**src/common/arr_pkg.sv**
```systemverilog
// arr_pkg: constants and types for the converter rate selection and output pair routing bank.
// assumes: a 16-bit register port with 16-bit data; the consumers interpret the decoded fields.
package arr_pkg;

  // register port and map
  localparam int ARR_ADDR_W = 16;
  localparam int ARR_DATA_W = 16;
  localparam logic [15:0] ARR_RATE_BASE = 16'hF140;
  localparam logic [15:0] ARR_ROUTE_BASE = 16'hF180;
  localparam logic [15:0] ARR_STATUS_ADDR = 16'hF1F0;
  localparam int ARR_NUM_CONV = 8;
  localparam int ARR_NUM_PAIRS = 24;
  localparam logic [4:0] ARR_LAST_PAIR = 5'h17;
  localparam logic [15:0] ARR_RESET_VALUE = 16'h0000;

  // field layout of the rate register
  localparam int ARR_RATE_LSB = 0;
  localparam int ARR_RATE_W = 4;
  // field layout of the route register
  localparam int ARR_ORIGIN_LSB = 0;
  localparam int ARR_ORIGIN_W = 3;
  localparam int ARR_PICK_LSB = 3;
  localparam int ARR_PICK_W = 3;
  localparam int ARR_ROUTE_W = 6;
  // field layout of the status register
  localparam int ARR_LEVEL_LSB = 0;
  localparam int ARR_DROP_LSB = 8;

  // lane boundaries in pair index
  localparam logic [4:0] ARR_LANE1_FIRST = 5'h08;
  localparam logic [4:0] ARR_LANE2_FIRST = 5'h10;
  localparam logic [4:0] ARR_LANE3_FIRST = 5'h14;

  // output buffer
  localparam int ARR_FIFO_DEPTH = 16;
  localparam int ARR_SAMPLE_W = 32;

  // where a converter takes its output timing
  typedef enum logic [2:0] {
    ARR_SRC_NONE = 3'h0,
    ARR_SRC_LANE = 3'h1,
    ARR_SRC_CORE = 3'h2,
    ARR_SRC_GEN1 = 3'h3,
    ARR_SRC_GEN2 = 3'h4
  } arr_rate_src_t;

  // decoded target rate: reference, lane for lane-locked codes, ratio mul/div
  typedef struct packed {
    arr_rate_src_t src;
    logic [1:0] lane;
    logic [2:0] mul;
    logic [2:0] div;
  } arr_rate_sel_t;

  // source of one output channel pair
  typedef enum logic [2:0] {
    ARR_ORG_OFF = 3'h0,
    ARR_ORG_SIN = 3'h1,
    ARR_ORG_CORE = 3'h2,
    ARR_ORG_CONV = 3'h3,
    ARR_ORG_MIC01 = 3'h4,
    ARR_ORG_MIC23 = 3'h5
  } arr_origin_t;

  // one routed output pair as it leaves the buffer
  typedef struct packed {
    logic active;
    logic [1:0] lane;
    logic [2:0] slot;
    logic [31:0] left;
    logic [31:0] right;
  } arr_out_word_t;

  localparam int ARR_WORD_W = $bits(arr_out_word_t);

endpackage : arr_pkg

```
**src/hdl/arr_route_rate.sv**
```systemverilog
// arr_route_rate: rate selection for eight stereo converters and source routing for the
// twenty-four serial output channel pairs, with a buffered stream of routed pairs.
// assumes: all inputs synchronous to REF_CLK; the register master never issues read and
// write together; the serial output side pulls words from OUT_* at its own pace.
// assumes also: reset is synchronous and held for at least one rising edge.
// assumes also: converter, microphone and port data stand steady beside a request.
// limitation: the block picks rates and routes words; it makes no sample clocks itself.
// limitation: converter input selection and the spdif transmitter source live elsewhere.
// hazard: a route change applies to the next accepted request, never to queued words.
// hazard: a rate change reaches RATE_SEL two edges after the write strobe.
//
// Behaviour
// each converter resamples any input rate to its register's target rate
// eight rate registers at consecutive addresses, register k drives converter k
// rate register: 4-bit code in low bits, upper bits reserved, reset zero
// rate code zero selects no output rate and no timing reference
// codes one to four lock to serial output lanes zero to three
// code five locks to the core frame rate
// codes six, seven, eight give first generator rate times one, two, four
// code nine halves, code eleven quarters the first generator rate
// codes ten and twelve give second generator rate over three and six
// codes thirteen to fifteen behave as code zero
// twenty-four route registers at consecutive addresses, register k feeds pair k
// registers 0-7 feed lane zero, 8-15 feed lane one
// registers 16-19 feed lane two, 20-23 feed lane three
// converter pick in bits five to three, upper bits reserved, reset zero
// a pair takes serial input, core output, converter or microphone data
// origin zero off, one serial input, two core output, three picked converter
// origin four microphones zero/one, five microphones two/three
//
// Local design decision: the plain strobed port.
`timescale 1ns/100ps

// arr_fifo: synchronous first-in first-out buffer with valid/ready on both sides
// depth must be a power of two, since the pointer wrap relies on it
// level counts queued words from 0 to DEPTH, so it needs one bit more than an index
// no bypass: a word pushed on one edge shows at the head right after that same edge, never while it is offered
module arr_fifo #(
  parameter int WIDTH = 8,
  parameter int DEPTH = 16
) (
  input wire logic clk,
  input wire logic rst_n,
  input wire logic in_valid,
  output logic in_ready,
  input wire logic [WIDTH-1:0] in_data,
  output logic out_valid,
  input wire logic out_ready,
  output logic [WIDTH-1:0] out_data,
  output logic [$clog2(DEPTH):0] level
);
  localparam int PW = $clog2(DEPTH);

  logic [WIDTH-1:0] store [DEPTH];
  logic [PW:0] wr_ptr;
  logic [PW:0] rd_ptr;
  logic [PW:0] next_wr_ptr;
  logic [PW:0] next_rd_ptr;
  wire do_push;
  wire do_pop;
  wire is_full;
  wire is_empty;

  // pointers carry one extra bit so full and empty differ
  assign is_empty = (wr_ptr == rd_ptr);
  assign is_full = (wr_ptr[PW-1:0] == rd_ptr[PW-1:0]) && (wr_ptr[PW] != rd_ptr[PW]);
  assign in_ready = !is_full;
  assign out_valid = !is_empty;
  assign do_push = in_valid && in_ready;
  assign do_pop = out_valid && out_ready;
  assign next_wr_ptr = do_push ? wr_ptr + 1'b1 : wr_ptr;
  assign next_rd_ptr = do_pop ? rd_ptr + 1'b1 : rd_ptr;
  assign level = wr_ptr - rd_ptr;
  // storage is flip-flops, so the head word is a registered value
  assign out_data = store[rd_ptr[PW-1:0]];

  // pointer update
  always_ff @(posedge clk) begin
    if (!rst_n) begin
      wr_ptr <= '0;
      rd_ptr <= '0;
    end else begin
      wr_ptr <= next_wr_ptr;
      rd_ptr <= next_rd_ptr;
    end
  end

  // storage write; contents need no reset since empty hides them
  always_ff @(posedge clk) begin
    if (do_push) begin
      store[wr_ptr[PW-1:0]] <= in_data;
    end
  end
endmodule : arr_fifo

// register map as software sees it:
//   rate group   base + k, k = 0..7, code in bits 3:0, bits 15:4 read zero
//   route group  base + k, k = 0..23, origin in 2:0, converter in 5:3, 15:6 read zero
//   status word  buffer level in 4:0, dropped request count in 15:8
//   anything else reads zero and ignores writes
//
// rate codes and the reference each one picks:
//   0  none
//   1  lane zero frame rate
//   2  lane one frame rate
//   3  lane two frame rate
//   4  lane three frame rate
//   5  core frame rate
//   6  first generator, ratio one
//   7  first generator, times two
//   8  first generator, times four
//   9  first generator, half
//   10 second generator, one third
//   11 first generator, quarter
//   12 second generator, one sixth
//   13-15 none, so a stray write stops a converter rather than guessing a rate
//
// origin codes of a route register:
//   0 pair off
//   1 matching serial input pair
//   2 matching core output pair
//   3 converter named by the pick field
//   4 microphones zero and one
//   5 microphones two and three
//   6 and 7 undefined: the word is still queued, marked inactive, with zero data
//
// pair index to lane and slot:
//   pairs 0-7 lane zero, slots 0-7
//   pairs 8-15 lane one, slots 0-7
//   pairs 16-19 lane two, slots 0-3
//   pairs 20-23 lane three, slots 0-3
//
// trade-off: every in-range request is queued, even for a silent pair, so the consumer sees
// one word per in-range request and never has to count gaps.
module arr_route_rate
  import arr_pkg::*;
(
  input wire logic REF_CLK,
  input wire logic NRST,
  input wire logic [ARR_ADDR_W-1:0] REG_ADDR,
  input wire logic [ARR_DATA_W-1:0] REG_WDATA,
  input wire logic REG_WR,
  input wire logic REG_RD,
  output logic [ARR_DATA_W-1:0] REG_RDATA,
  output arr_rate_sel_t [ARR_NUM_CONV-1:0] RATE_SEL,
  input wire logic REQ_VALID,
  output logic REQ_READY,
  input wire logic [4:0] REQ_PAIR,
  input wire logic [2*ARR_SAMPLE_W-1:0] REQ_SIN_DATA,
  input wire logic [2*ARR_SAMPLE_W-1:0] REQ_CORE_DATA,
  input wire logic [ARR_NUM_CONV-1:0][2*ARR_SAMPLE_W-1:0] CONV_DATA,
  input wire logic [3:0][ARR_SAMPLE_W-1:0] MIC_DATA,
  output logic OUT_VALID,
  input wire logic OUT_READY,
  output arr_out_word_t OUT_WORD
);

  localparam int LVL_W = $clog2(ARR_FIFO_DEPTH) + 1;

  // decode of one rate code into reference and ratio
  function automatic arr_rate_sel_t rate_decode(input logic [ARR_RATE_W-1:0] code);
    arr_rate_sel_t s;
    s = '{src: ARR_SRC_NONE, lane: 2'h0, mul: 3'h1, div: 3'h1};
    unique case (code)
      4'h0: s.src = ARR_SRC_NONE;
      4'h1: begin
        s.src = ARR_SRC_LANE;
        s.lane = 2'h0;
      end
      4'h2: begin
        s.src = ARR_SRC_LANE;
        s.lane = 2'h1;
      end
      4'h3: begin
        s.src = ARR_SRC_LANE;
        s.lane = 2'h2;
      end
      4'h4: begin
        s.src = ARR_SRC_LANE;
        s.lane = 2'h3;
      end
      4'h5: s.src = ARR_SRC_CORE;
      4'h6: s.src = ARR_SRC_GEN1;
      4'h7: begin
        s.src = ARR_SRC_GEN1;
        s.mul = 3'h2;
      end
      4'h8: begin
        s.src = ARR_SRC_GEN1;
        s.mul = 3'h4;
      end
      4'h9: begin
        s.src = ARR_SRC_GEN1;
        s.div = 3'h2;
      end
      4'hA: begin
        s.src = ARR_SRC_GEN2;
        s.div = 3'h3;
      end
      4'hB: begin
        s.src = ARR_SRC_GEN1;
        s.div = 3'h4;
      end
      4'hC: begin
        s.src = ARR_SRC_GEN2;
        s.div = 3'h6;
      end
      default: s.src = ARR_SRC_NONE;
    endcase
    return s;
  endfunction : rate_decode

  // lane and slot of an output pair index
  function automatic logic [4:0] pair_place(input logic [4:0] pair);
    logic [4:0] p;
    p = 5'h00;
    if (pair < ARR_LANE1_FIRST) begin
      p = {2'h0, pair[2:0]};
    end else if (pair < ARR_LANE2_FIRST) begin
      p = {2'h1, pair[2:0]};
    end else if (pair < ARR_LANE3_FIRST) begin
      p = {2'h2, 1'b0, pair[1:0]};
    end else begin
      p = {2'h3, 1'b0, 2'(pair - ARR_LANE3_FIRST)};
    end
    return p;
  endfunction : pair_place

  logic [ARR_RATE_W-1:0] rate_reg [ARR_NUM_CONV];
  logic [ARR_ROUTE_W-1:0] route_reg [ARR_NUM_PAIRS];
  logic [ARR_DATA_W-1:0] next_rdata;
  logic [7:0] drop_count;
  logic [LVL_W-1:0] fifo_level;
  logic [ARR_WORD_W-1:0] fifo_out;

  // address decode of the three register groups
  wire hit_rate = (REG_ADDR[15:3] == ARR_RATE_BASE[15:3]);
  wire hit_route = (REG_ADDR[15:5] == ARR_ROUTE_BASE[15:5]) &&
                   (REG_ADDR[4:0] <= ARR_LAST_PAIR);
  wire hit_status = (REG_ADDR == ARR_STATUS_ADDR);
  wire [2:0] rate_idx = REG_ADDR[2:0];
  wire [4:0] route_idx = REG_ADDR[4:0];

  // register writes; reserved bits are not stored and read back zero
  always_ff @(posedge REF_CLK) begin
    if (!NRST) begin
      for (int i = 0; i < ARR_NUM_CONV; i++) begin
        rate_reg[i] <= ARR_RESET_VALUE[ARR_RATE_W-1:0];
      end
      for (int i = 0; i < ARR_NUM_PAIRS; i++) begin
        route_reg[i] <= ARR_RESET_VALUE[ARR_ROUTE_W-1:0];
      end
    end else if (REG_WR) begin
      if (hit_rate) begin
        rate_reg[rate_idx] <= REG_WDATA[ARR_RATE_LSB +: ARR_RATE_W];
      end
      if (hit_route) begin
        route_reg[route_idx] <= REG_WDATA[ARR_ROUTE_W-1:0];
      end
    end
  end

  // read mux; unmapped addresses answer zero
  always_comb begin
    next_rdata = '0;
    if (hit_rate) begin
      next_rdata[ARR_RATE_LSB +: ARR_RATE_W] = rate_reg[rate_idx];
    end else if (hit_route) begin
      next_rdata[ARR_ROUTE_W-1:0] = route_reg[route_idx];
    end else if (hit_status) begin
      next_rdata[ARR_LEVEL_LSB +: LVL_W] = fifo_level;
      next_rdata[ARR_DROP_LSB +: 8] = drop_count;
    end
  end

  // read data stands only in the cycle after the strobe
  always_ff @(posedge REF_CLK) begin
    if (!NRST) REG_RDATA <= '0;
    else REG_RDATA <= REG_RD ? next_rdata : '0;
  end

  // decoded rate per converter, registered so consumers see clean levels
  always_ff @(posedge REF_CLK) begin
    if (!NRST) begin
      for (int i = 0; i < ARR_NUM_CONV; i++) begin
        RATE_SEL[i] <= rate_decode(ARR_RESET_VALUE[ARR_RATE_W-1:0]);
      end
    end else begin
      for (int i = 0; i < ARR_NUM_CONV; i++) begin
        RATE_SEL[i] <= rate_decode(rate_reg[i]);
      end
    end
  end

  // routing of the requested pair
  // the route is read at the taking edge, so the queued word keeps the route of its time
  wire pair_ok = (REQ_PAIR <= ARR_LAST_PAIR);
  wire [ARR_ROUTE_W-1:0] pair_cfg = pair_ok ? route_reg[REQ_PAIR] : '0;
  wire [2:0] origin = pair_cfg[ARR_ORIGIN_LSB +: ARR_ORIGIN_W];
  wire [2:0] conv_pick = pair_cfg[ARR_PICK_LSB +: ARR_PICK_W];
  wire [4:0] place = pair_place(REQ_PAIR);
  wire [63:0] conv_pair = CONV_DATA[conv_pick];
  wire [63:0] mic01 = {MIC_DATA[0], MIC_DATA[1]};
  wire [63:0] mic23 = {MIC_DATA[2], MIC_DATA[3]};
  // codes six and seven have no meaning and leave the pair silent
  wire [63:0] routed =
      (origin == ARR_ORG_SIN) ? REQ_SIN_DATA :
      (origin == ARR_ORG_CORE) ? REQ_CORE_DATA :
      (origin == ARR_ORG_CONV) ? conv_pair :
      (origin == ARR_ORG_MIC01) ? mic01 :
      (origin == ARR_ORG_MIC23) ? mic23 : 64'h0;
  wire routed_active = (origin >= ARR_ORG_SIN) && (origin <= ARR_ORG_MIC23);

  // word to queue: lane and slot let the consumer place it without the pair index
  arr_out_word_t push_word;
  assign push_word.active = routed_active;
  assign push_word.lane = place[4:3];
  assign push_word.slot = place[2:0];
  assign push_word.left = routed[63:32];
  assign push_word.right = routed[31:0];

  // out-of-range pair requests are consumed and dropped, never buffered
  wire fifo_in_ready;
  wire push_valid = REQ_VALID && pair_ok;
  assign REQ_READY = fifo_in_ready || !pair_ok;
  wire drop = REQ_VALID && !pair_ok;

  // wrapping count of dropped requests, visible in the status word
  always_ff @(posedge REF_CLK) begin
    if (!NRST) drop_count <= '0;
    else if (drop) drop_count <= drop_count + 8'h01;
  end

  // sixteen words of slack between request side and serial output side
  // when full, REQ_READY falls for in-range pairs and those requests wait; none of them is lost
  arr_fifo #(
    .WIDTH(ARR_WORD_W),
    .DEPTH(ARR_FIFO_DEPTH)
  ) u_fifo (
    .clk(REF_CLK),
    .rst_n(NRST),
    .in_valid(push_valid),
    .in_ready(fifo_in_ready),
    .in_data(push_word),
    .out_valid(OUT_VALID),
    .out_ready(OUT_READY),
    .out_data(fifo_out),
    .level(fifo_level)
  );

  assign OUT_WORD = arr_out_word_t'(fifo_out);

endmodule : arr_route_rate

```
**config.mk**
```make
export PLATFORM = sky130hd
export DESIGN_NAME = arr_route_rate
export DESIGN_NICKNAME = d
export VERILOG_FILES = /design/src/common/arr_pkg.sv /design/src/hdl/arr_route_rate.sv
export SDC_FILE = /design/constraint.sdc
export NUM_CORES = 2
export LEC_CHECK = 0
export ABC_CLOCK_PERIOD_IN_PS = 13900
export BUFFER_PORTS_ARGS = -buffer_cell sky130_fd_sc_hd__clkbuf_2
export CAP_MARGIN = 40
export CORE_AREA = 2 2 379 381
export CTS_CLUSTER_SIZE = 8
export DETAILED_ROUTE_END_ITERATION = 10
export DIE_AREA = 0 0 381 383
export PLACE_DENSITY = 0.73
export SYNTH_ARGS = -nofsm -noshare
export SYNTH_HDL_FRONTEND = slang
export SYNTH_SLANG_ARGS = --single-unit
export TNS_END_PERCENT = 5
```
**constraint.sdc**
```tcl
create_clock -name REF_CLK -period 13.9 [get_ports REF_CLK]
set_input_delay 0.695 -clock REF_CLK [delete_from_list [all_inputs] [get_ports REF_CLK]]
set_output_delay 0.695 -clock REF_CLK [all_outputs]
set_load 0.005 [all_outputs]
```
* Word-level counts from Yosys, hierarchy flattened
Memory sizes are Yosys's and may differ from the RTL's. A register that Yosys moved wholly into a read port is not among the register bits.
Index checks and enable logic that the tools add are counted.
** Word-level totals
- Memory bits (read-only) :: 0
- Memories :: 3
- Register bits :: 122
- Latch bits :: 0
- Output and inout port bits :: 176
- Logic and storage cells :: 273
- Input bits :: 811
- Bits in writable memories :: 1296
** Cells by class
- Bitwise logic cells :: 4
- Multiplexer cells :: 65
- Add/subtract/negate cells :: 5
- Div/mod/pow operators :: 0
- Multipliers :: 0
- Equality and inequality tests :: 107
- $lt $le $gt $ge :: 8
- Reduce and logical (&&, ||, !) cells :: 41
- Shifts and indexed selects :: 0
** Memories
- u_fifo.store :: depth 16, bits a word 70, read ports 1, clocked after Yosys merged registers in 1, wr ports 1, line arr_route_rate.sv:54 : logic [WIDTH-1:0] store [DEPTH];
- route_reg :: depth 24, bits a word 6, read ports 2, clocked after Yosys merged registers in 0, wr ports 24, line arr_route_rate.sv:230 : logic [ARR_ROUTE_W-1:0] route_reg [ARR_NUM_PAIRS];
- rate_reg :: depth 8, bits a word 4, read ports 9, clocked after Yosys merged registers in 0, wr ports 8, line arr_route_rate.sv:229 : logic [ARR_RATE_W-1:0] rate_reg [ARR_NUM_CONV];
** Operator list (number)
- 64-bit 2-to-1 mux :: 6
- 64-bit binary-select mux with 3-bit select :: 1
- 3-bit one-hot mux with 4 select lines :: 16
- 4-bit == test, second input constant :: 40
- 4-bit by 3-bit == test with 1-bit output, second input constant :: 32
- 4-bit by 2-bit == test with 1-bit output, second input constant :: 16
- 2-bit one-hot mux with 3 select lines :: 8
- 3-bit one-hot mux with 2 select lines :: 8
- 5-bit OR reduction :: 9
- 4-bit OR reduction :: 10
- 4-bit by 1-bit == test with 1-bit output, second input constant :: 8
- 5-bit 2-to-1 mux :: 5
- 4-bit 2-to-1 mux :: 5
- 16-bit == test, second input constant :: 1
- 2-bit OR reduction :: 8
- 13-bit == test, second input constant :: 1
- 1-bit 2-to-1 mux :: 13
- 6-bit 2-to-1 mux :: 2
- 11-bit == test, second input constant :: 1
- 5-bit by 1-bit adder with 5-bit output, second input constant :: 2
- 5-bit less-or-equal comparator, second input constant :: 2
- 5-bit less-than comparator, second input constant :: 2
- 8-bit by 1-bit adder with 8-bit output, second input constant :: 1
- 1-bit logical AND :: 7
- other kinds (19) :: 26

* Logic depth before layout (Yosys ltp)
- Depth after elaboration :: 8
- Gate-level depth with buffers :: 14
- Depth with buffers taken out :: 8

* Modules after synthesis
From an unflattened synthesis, not the netlist that was laid out.
** Second synthesis, totals
- Cell total of the unflattened synthesis :: 4036
- Area total of the unflattened synthesis :: 64122.7 µm²
** By module, submodules not included
- arr_fifo :: cells each 1813, area each 42698.5 µm², sequential area each 33912.5 µm², times used 1
- arr_route_rate :: cells each 2223, area each 21424.3 µm², sequential area each 8928.6 µm², times used 1

* Worst setup path after synthesis
OpenSTA, ideal clock, no wires.
- Path kind :: input port to flip-flop
- Start :: input REQ_PAIR[3]
- End :: memory u_fifo.store[3][0] (netlist bit), enable pin
- Required time :: 13.316 ns
- Cell stages on the path :: 6
- Arrival time :: 6.403 ns
- Path buffers :: 1
- Library setup time :: 0.584 ns
- Path slack :: 6.913 ns
- Cell sequence :: clkbuf_1 -> nand2_1 -> nand2_1 -> a21oi_1 -> nand2_1 -> nor3_1
** On the way
- Longest elaborated chain between the ends :: 5
** Ends and longest elaborated chain
- start: declaration :: line arr_route_rate.sv:148 : input wire logic [4:0] REQ_PAIR,
- 5-bit less-or-equal comparator :: line arr_route_rate.sv:297 : wire pair_ok = (REQ_PAIR <= ARR_LAST_PAIR);
- 1-bit logical AND :: line arr_route_rate.sv:324 : wire push_valid = REQ_VALID && pair_ok;
- 1-bit logical AND :: line arr_route_rate.sv:69 : assign do_push = in_valid && in_ready;
- 1-bit 2-to-1 mux :: line arr_route_rate.sv:90 : if (do_push) begin
- 1-bit 2-to-1 mux (implied by the code) :: line arr_route_rate.sv:91 : store[wr_ptr[PW-1:0]] <= in_data;
- end: declaration :: line arr_route_rate.sv:54
No other way between the ends.

* Worst setup path after layout
- Start :: input REQ_PAIR[0]
- End :: memory u_fifo.store[11][15] (netlist bit), data pin
** On the way
- Longest elaborated chain between the ends :: 8
- Elaborated cells on any way between the ends :: 15
- Those cells by class :: order compare: 1; eq/ne: 5; mux: 8; memory: 1
** Ends and longest elaborated chain
- memory 24 x 6 bit or 5-bit less-or-equal comparator (tied branches)
- 6-bit 2-to-1 mux * :: line arr_route_rate.sv:298 : wire [ARR_ROUTE_W-1:0] pair_cfg = pair_ok ? route_reg[REQ_PAIR] : '0;
- 3-bit == test :: line arr_route_rate.sv:311 : (origin == ARR_ORG_MIC23) ? mic23 : 64'h0;
- 64-bit 2-to-1 mux :: line arr_route_rate.sv:311
- 64-bit 2-to-1 mux :: line arr_route_rate.sv:310 : (origin == ARR_ORG_MIC01) ? mic01 :
- 64-bit 2-to-1 mux :: line arr_route_rate.sv:309 : (origin == ARR_ORG_CONV) ? conv_pair :
- 64-bit 2-to-1 mux :: line arr_route_rate.sv:308 : (origin == ARR_ORG_CORE) ? REQ_CORE_DATA :
- 64-bit 2-to-1 mux * :: line arr_route_rate.sv:307 : (origin == ARR_ORG_SIN) ? REQ_SIN_DATA :
- named net routed[15] :: line arr_route_rate.sv:306 : wire [63:0] routed =
The timed path passes the listed nets; every way through them passes the cells marked *. The select of a mux whose other input is x is not followed.

==> results.tsv <==
stage	metric	value	unit
run_status	outcome	completed	
routing	Vias/cell	6.04	
power	pwr/cell area	152	nW/um2
power	Seq pwr share	0.444	
power	LEAKAGE	26.9	nW
clocking	clock latency on the worst-skew pair	0.82	ns
final_layout	area grow syn2layout	21.1	%
clocking	Post-CTS Setup Repair Bufs	0	
die	Die Wd	381	um
sta	final worst setup slack	7.87	ns
power	Gate power share	0.182	
global_routing	first-pass GRT wire length	308000	um
placement	dpl ws	7.17	ns
global_routing	number of global-route vias before repair	41200	
routing	routed wire length	225000	um
routing	DRT antenna net count	0	
clocking	Post-CTS Resized	0	
final_layout	fin cells	6960	
die	Starting Density	0.441	
logic_synthesis	top_reg_cell synth	edfxtp_1	
logic_synthesis	leading area contributor after synthesis	edfxtp_1	
clocking	clock sinks	1428	
routing	residual DRC count	0	
logic_synthesis	Synth Register Bits	1428	
logic_synthesis	Syn. warnings	0	
sta	hold slack	0.216	ns
final_layout	final instance area	76000	um2
placement	placed cells	6660	
logic_synthesis	Async S/R FF share, synth	0	
power	worst vdd ir	135	uV
sta	final setup vio count	0	
sta	max-slew violation count	0	
logic_synthesis	Post-synth EDFFs	1304	
sta	final setup TNS	0	ns
final_layout	filler cell count	11400	
routing	wire per inst	32.4	um
sta	max frequency	166	MHz
die	Die Area	146000	um2
clocking	H-tree depth	4	
sta	fin crit share	0.434	
global_routing	initial antenna violation count	28	
power	Power, Total	11.5	mW
final_layout	Register Area	41700	um2
global_routing	global-route usage over all layers	0.301	
routing	via count	42100	
job	number of max-cap violations	0	
final_layout	Final #Nets	5804	
setup_path	Data arrival, critical path	6.49	ns
setup_path	CP Launch Type	primary input	
power	Int Power	8.45	mW
global_routing	largest net degree at the start of global routing	118	
power	Clock Power Share	0.374	
final_layout	commonest non-fill, non-tap cells in the layout	edfxtp_1, clkbuf_2, mux4_2, nand2_1, nor2_1	
clocking	CTS tree	done	
sta	Slew headroom	0.263	
sta	Setup Skew	0.0902	ns
final_layout	max reg flops	1120	
logic_synthesis	Netlist cell types	57	
sta	Final Hold Vio Count	0	
final_layout	final core utilization	0.535	
power	Net Sw Power	3.10	mW
clocking	Clock Path Buffers	3	
setup_path	worst endpoint required time	14.36	ns
logic_synthesis	sequential area share after synthesis	0.663	
logic_synthesis	area fraction of the dominant cell type after synthesis	0.624	
die	Die H	383	um
global_routing	gr ovfl total	0	
sta	RSZ-0062 raised after global routing	false	
setup_path	CP max FO	53	
logic_synthesis	syn avg cell area	16.0	um2
final_layout	multi-input combinational cell area	20000	um2
setup_path	kind of critical path	in -> reg	
placement	port buffer count	974	
final_layout	most common cell after layout, fill and taps aside	edfxtp_1	
logic_synthesis	Mapped Area	62800	um2
die	row count	139	
logic_synthesis	ranking of synthesized cells by area	edfxtp_1, mux4_2, dfxtp_1, mux2i_1, and2_1	
sta	crit path time final	6.03	ns
die	# IOs	987	
clocking	Clock transition at path regs	0.05	ns
power	switch share	0.268	
routing	Pre-antenna DRT Iters	6	
setup_path	Critical Path End Type	flop	
clocking	Root Buffer	clkbuf_16	
placement	placer congestion estimate	0.967	
hold_path	Hold Path Class	in -> reg	
logic_synthesis	Mapped Cells	3926	
clocking	hold buffer count at cts	0	
clocking	CTS Buf Count	196	
routing	Starting DRT DRC Count	5613	
die	core area	142000	um2
placement	Post-DP HPWL	152000	um
sta	Worst-Margin Slew	1.11	ns
placement	Post-DP Area	70300	um2
final_layout	share of layout cells above drive strength 1	0.370	
==> critical path: stages <==
cell and delay, ns:
clkbuf_2 0.07, buf_4 0.61, mux4_2 0.38, mux2i_1 0.08, or2_2 0.35, nand3_4 0.46, buf_4 0.53, buf_4 0.57
buf_4 0.63, mux2i_1 0.19, a32oi_1 0.19, o2111ai_1 0.49, a21oi_1 1.03
==> Yosys cell counts, drive strengths merged, types with 6 or more instances <==
cell / number
mux2: 72
xnor2: 27
dfxtp: 124
nand2b: 28
mux2i: 146
a21oi: 161
nand2: 305
nor3: 32
clkbuf: 161
or2: 6
a32oi: 57
edfxtp: 1304
inv: 26
a22oi: 21
nor4: 11
and2: 228
ha: 10
xor2: 9
o211ai: 6
mux4: 403
nor2b: 10
nand3: 105
o21ai: 58
buf: 131
o2111ai: 58
nor2: 295
o22ai: 76
nand4: 10
==> logic make-up (layout without fill, tap and decap cells) <==
kind of cell             count (synthesis)  count (layout)  synth area share
buffers and inverters                  318            1430            0.0220
other                                    1              20         0.0000597
AND/OR/NAND/NOR                       1048            1048            0.0787
multiplexers                           621             621             0.181
flip-flops                            1428            1428             0.663
AO/OA/AOI/OAI                          463             463            0.0480
adder cells (fa/ha/maj)                 11              11           0.00231
XOR/XNOR                                36              36           0.00502
==> power by group through the flow <==
stage,registers (mW),clock network [mW],logic [mW]
2_1_floorplan,5.17,0,1.18
3_3_place_gp,5.21,0,1.93
3_5_place_dp,5.21,0,2.04
4_1_cts,5.13,4.36,2.06
5_1_grt,5.13,4.53,2.22
6_report,5.12,4.32,2.10
==> metal layers <==
layer | share of wire | vias up | global-route usage
li1 | - | 17500 | -
met1 | 0.37 | 21300 | 0.388
met2 | 0.48 | 2736 | 0.487
met3 | 0.10 | 432 | 0.0770
met4 | 0.046 | 8 | 0.122
met5 | 0.00018 | - | 0
==> layout make-up <==
class | count | area share
Antenna cell | 10 | 0.000329
Sequential cell | 1428 | 0.548
Timing Repair Buffer | 1141 | 0.0846
Inverter | 26 | 0.00128
Multi-Input combinational cell | 2189 | 0.263
Clock inverter | 13 | 0.00426
Tap cell | 1903 | 0.0313
Clock buffer | 250 | 0.0677
==> path summary, 6_finish.rpt <==
path,startpoint,endpoint,slack (ns),depth (start not counted)
worst max-delay path,REQ_PAIR[0],u_fifo.store[11][15],7.87,13
worst min-delay path,NRST,RATE_SEL[44],0.22,2
worst max register to register,route_reg[15][5],u_fifo.store[11][15],8.26,11
worst min register to register,drop_count[7],REG_RDATA[15],0.48,1
Power figures use the tool's default switching activity.
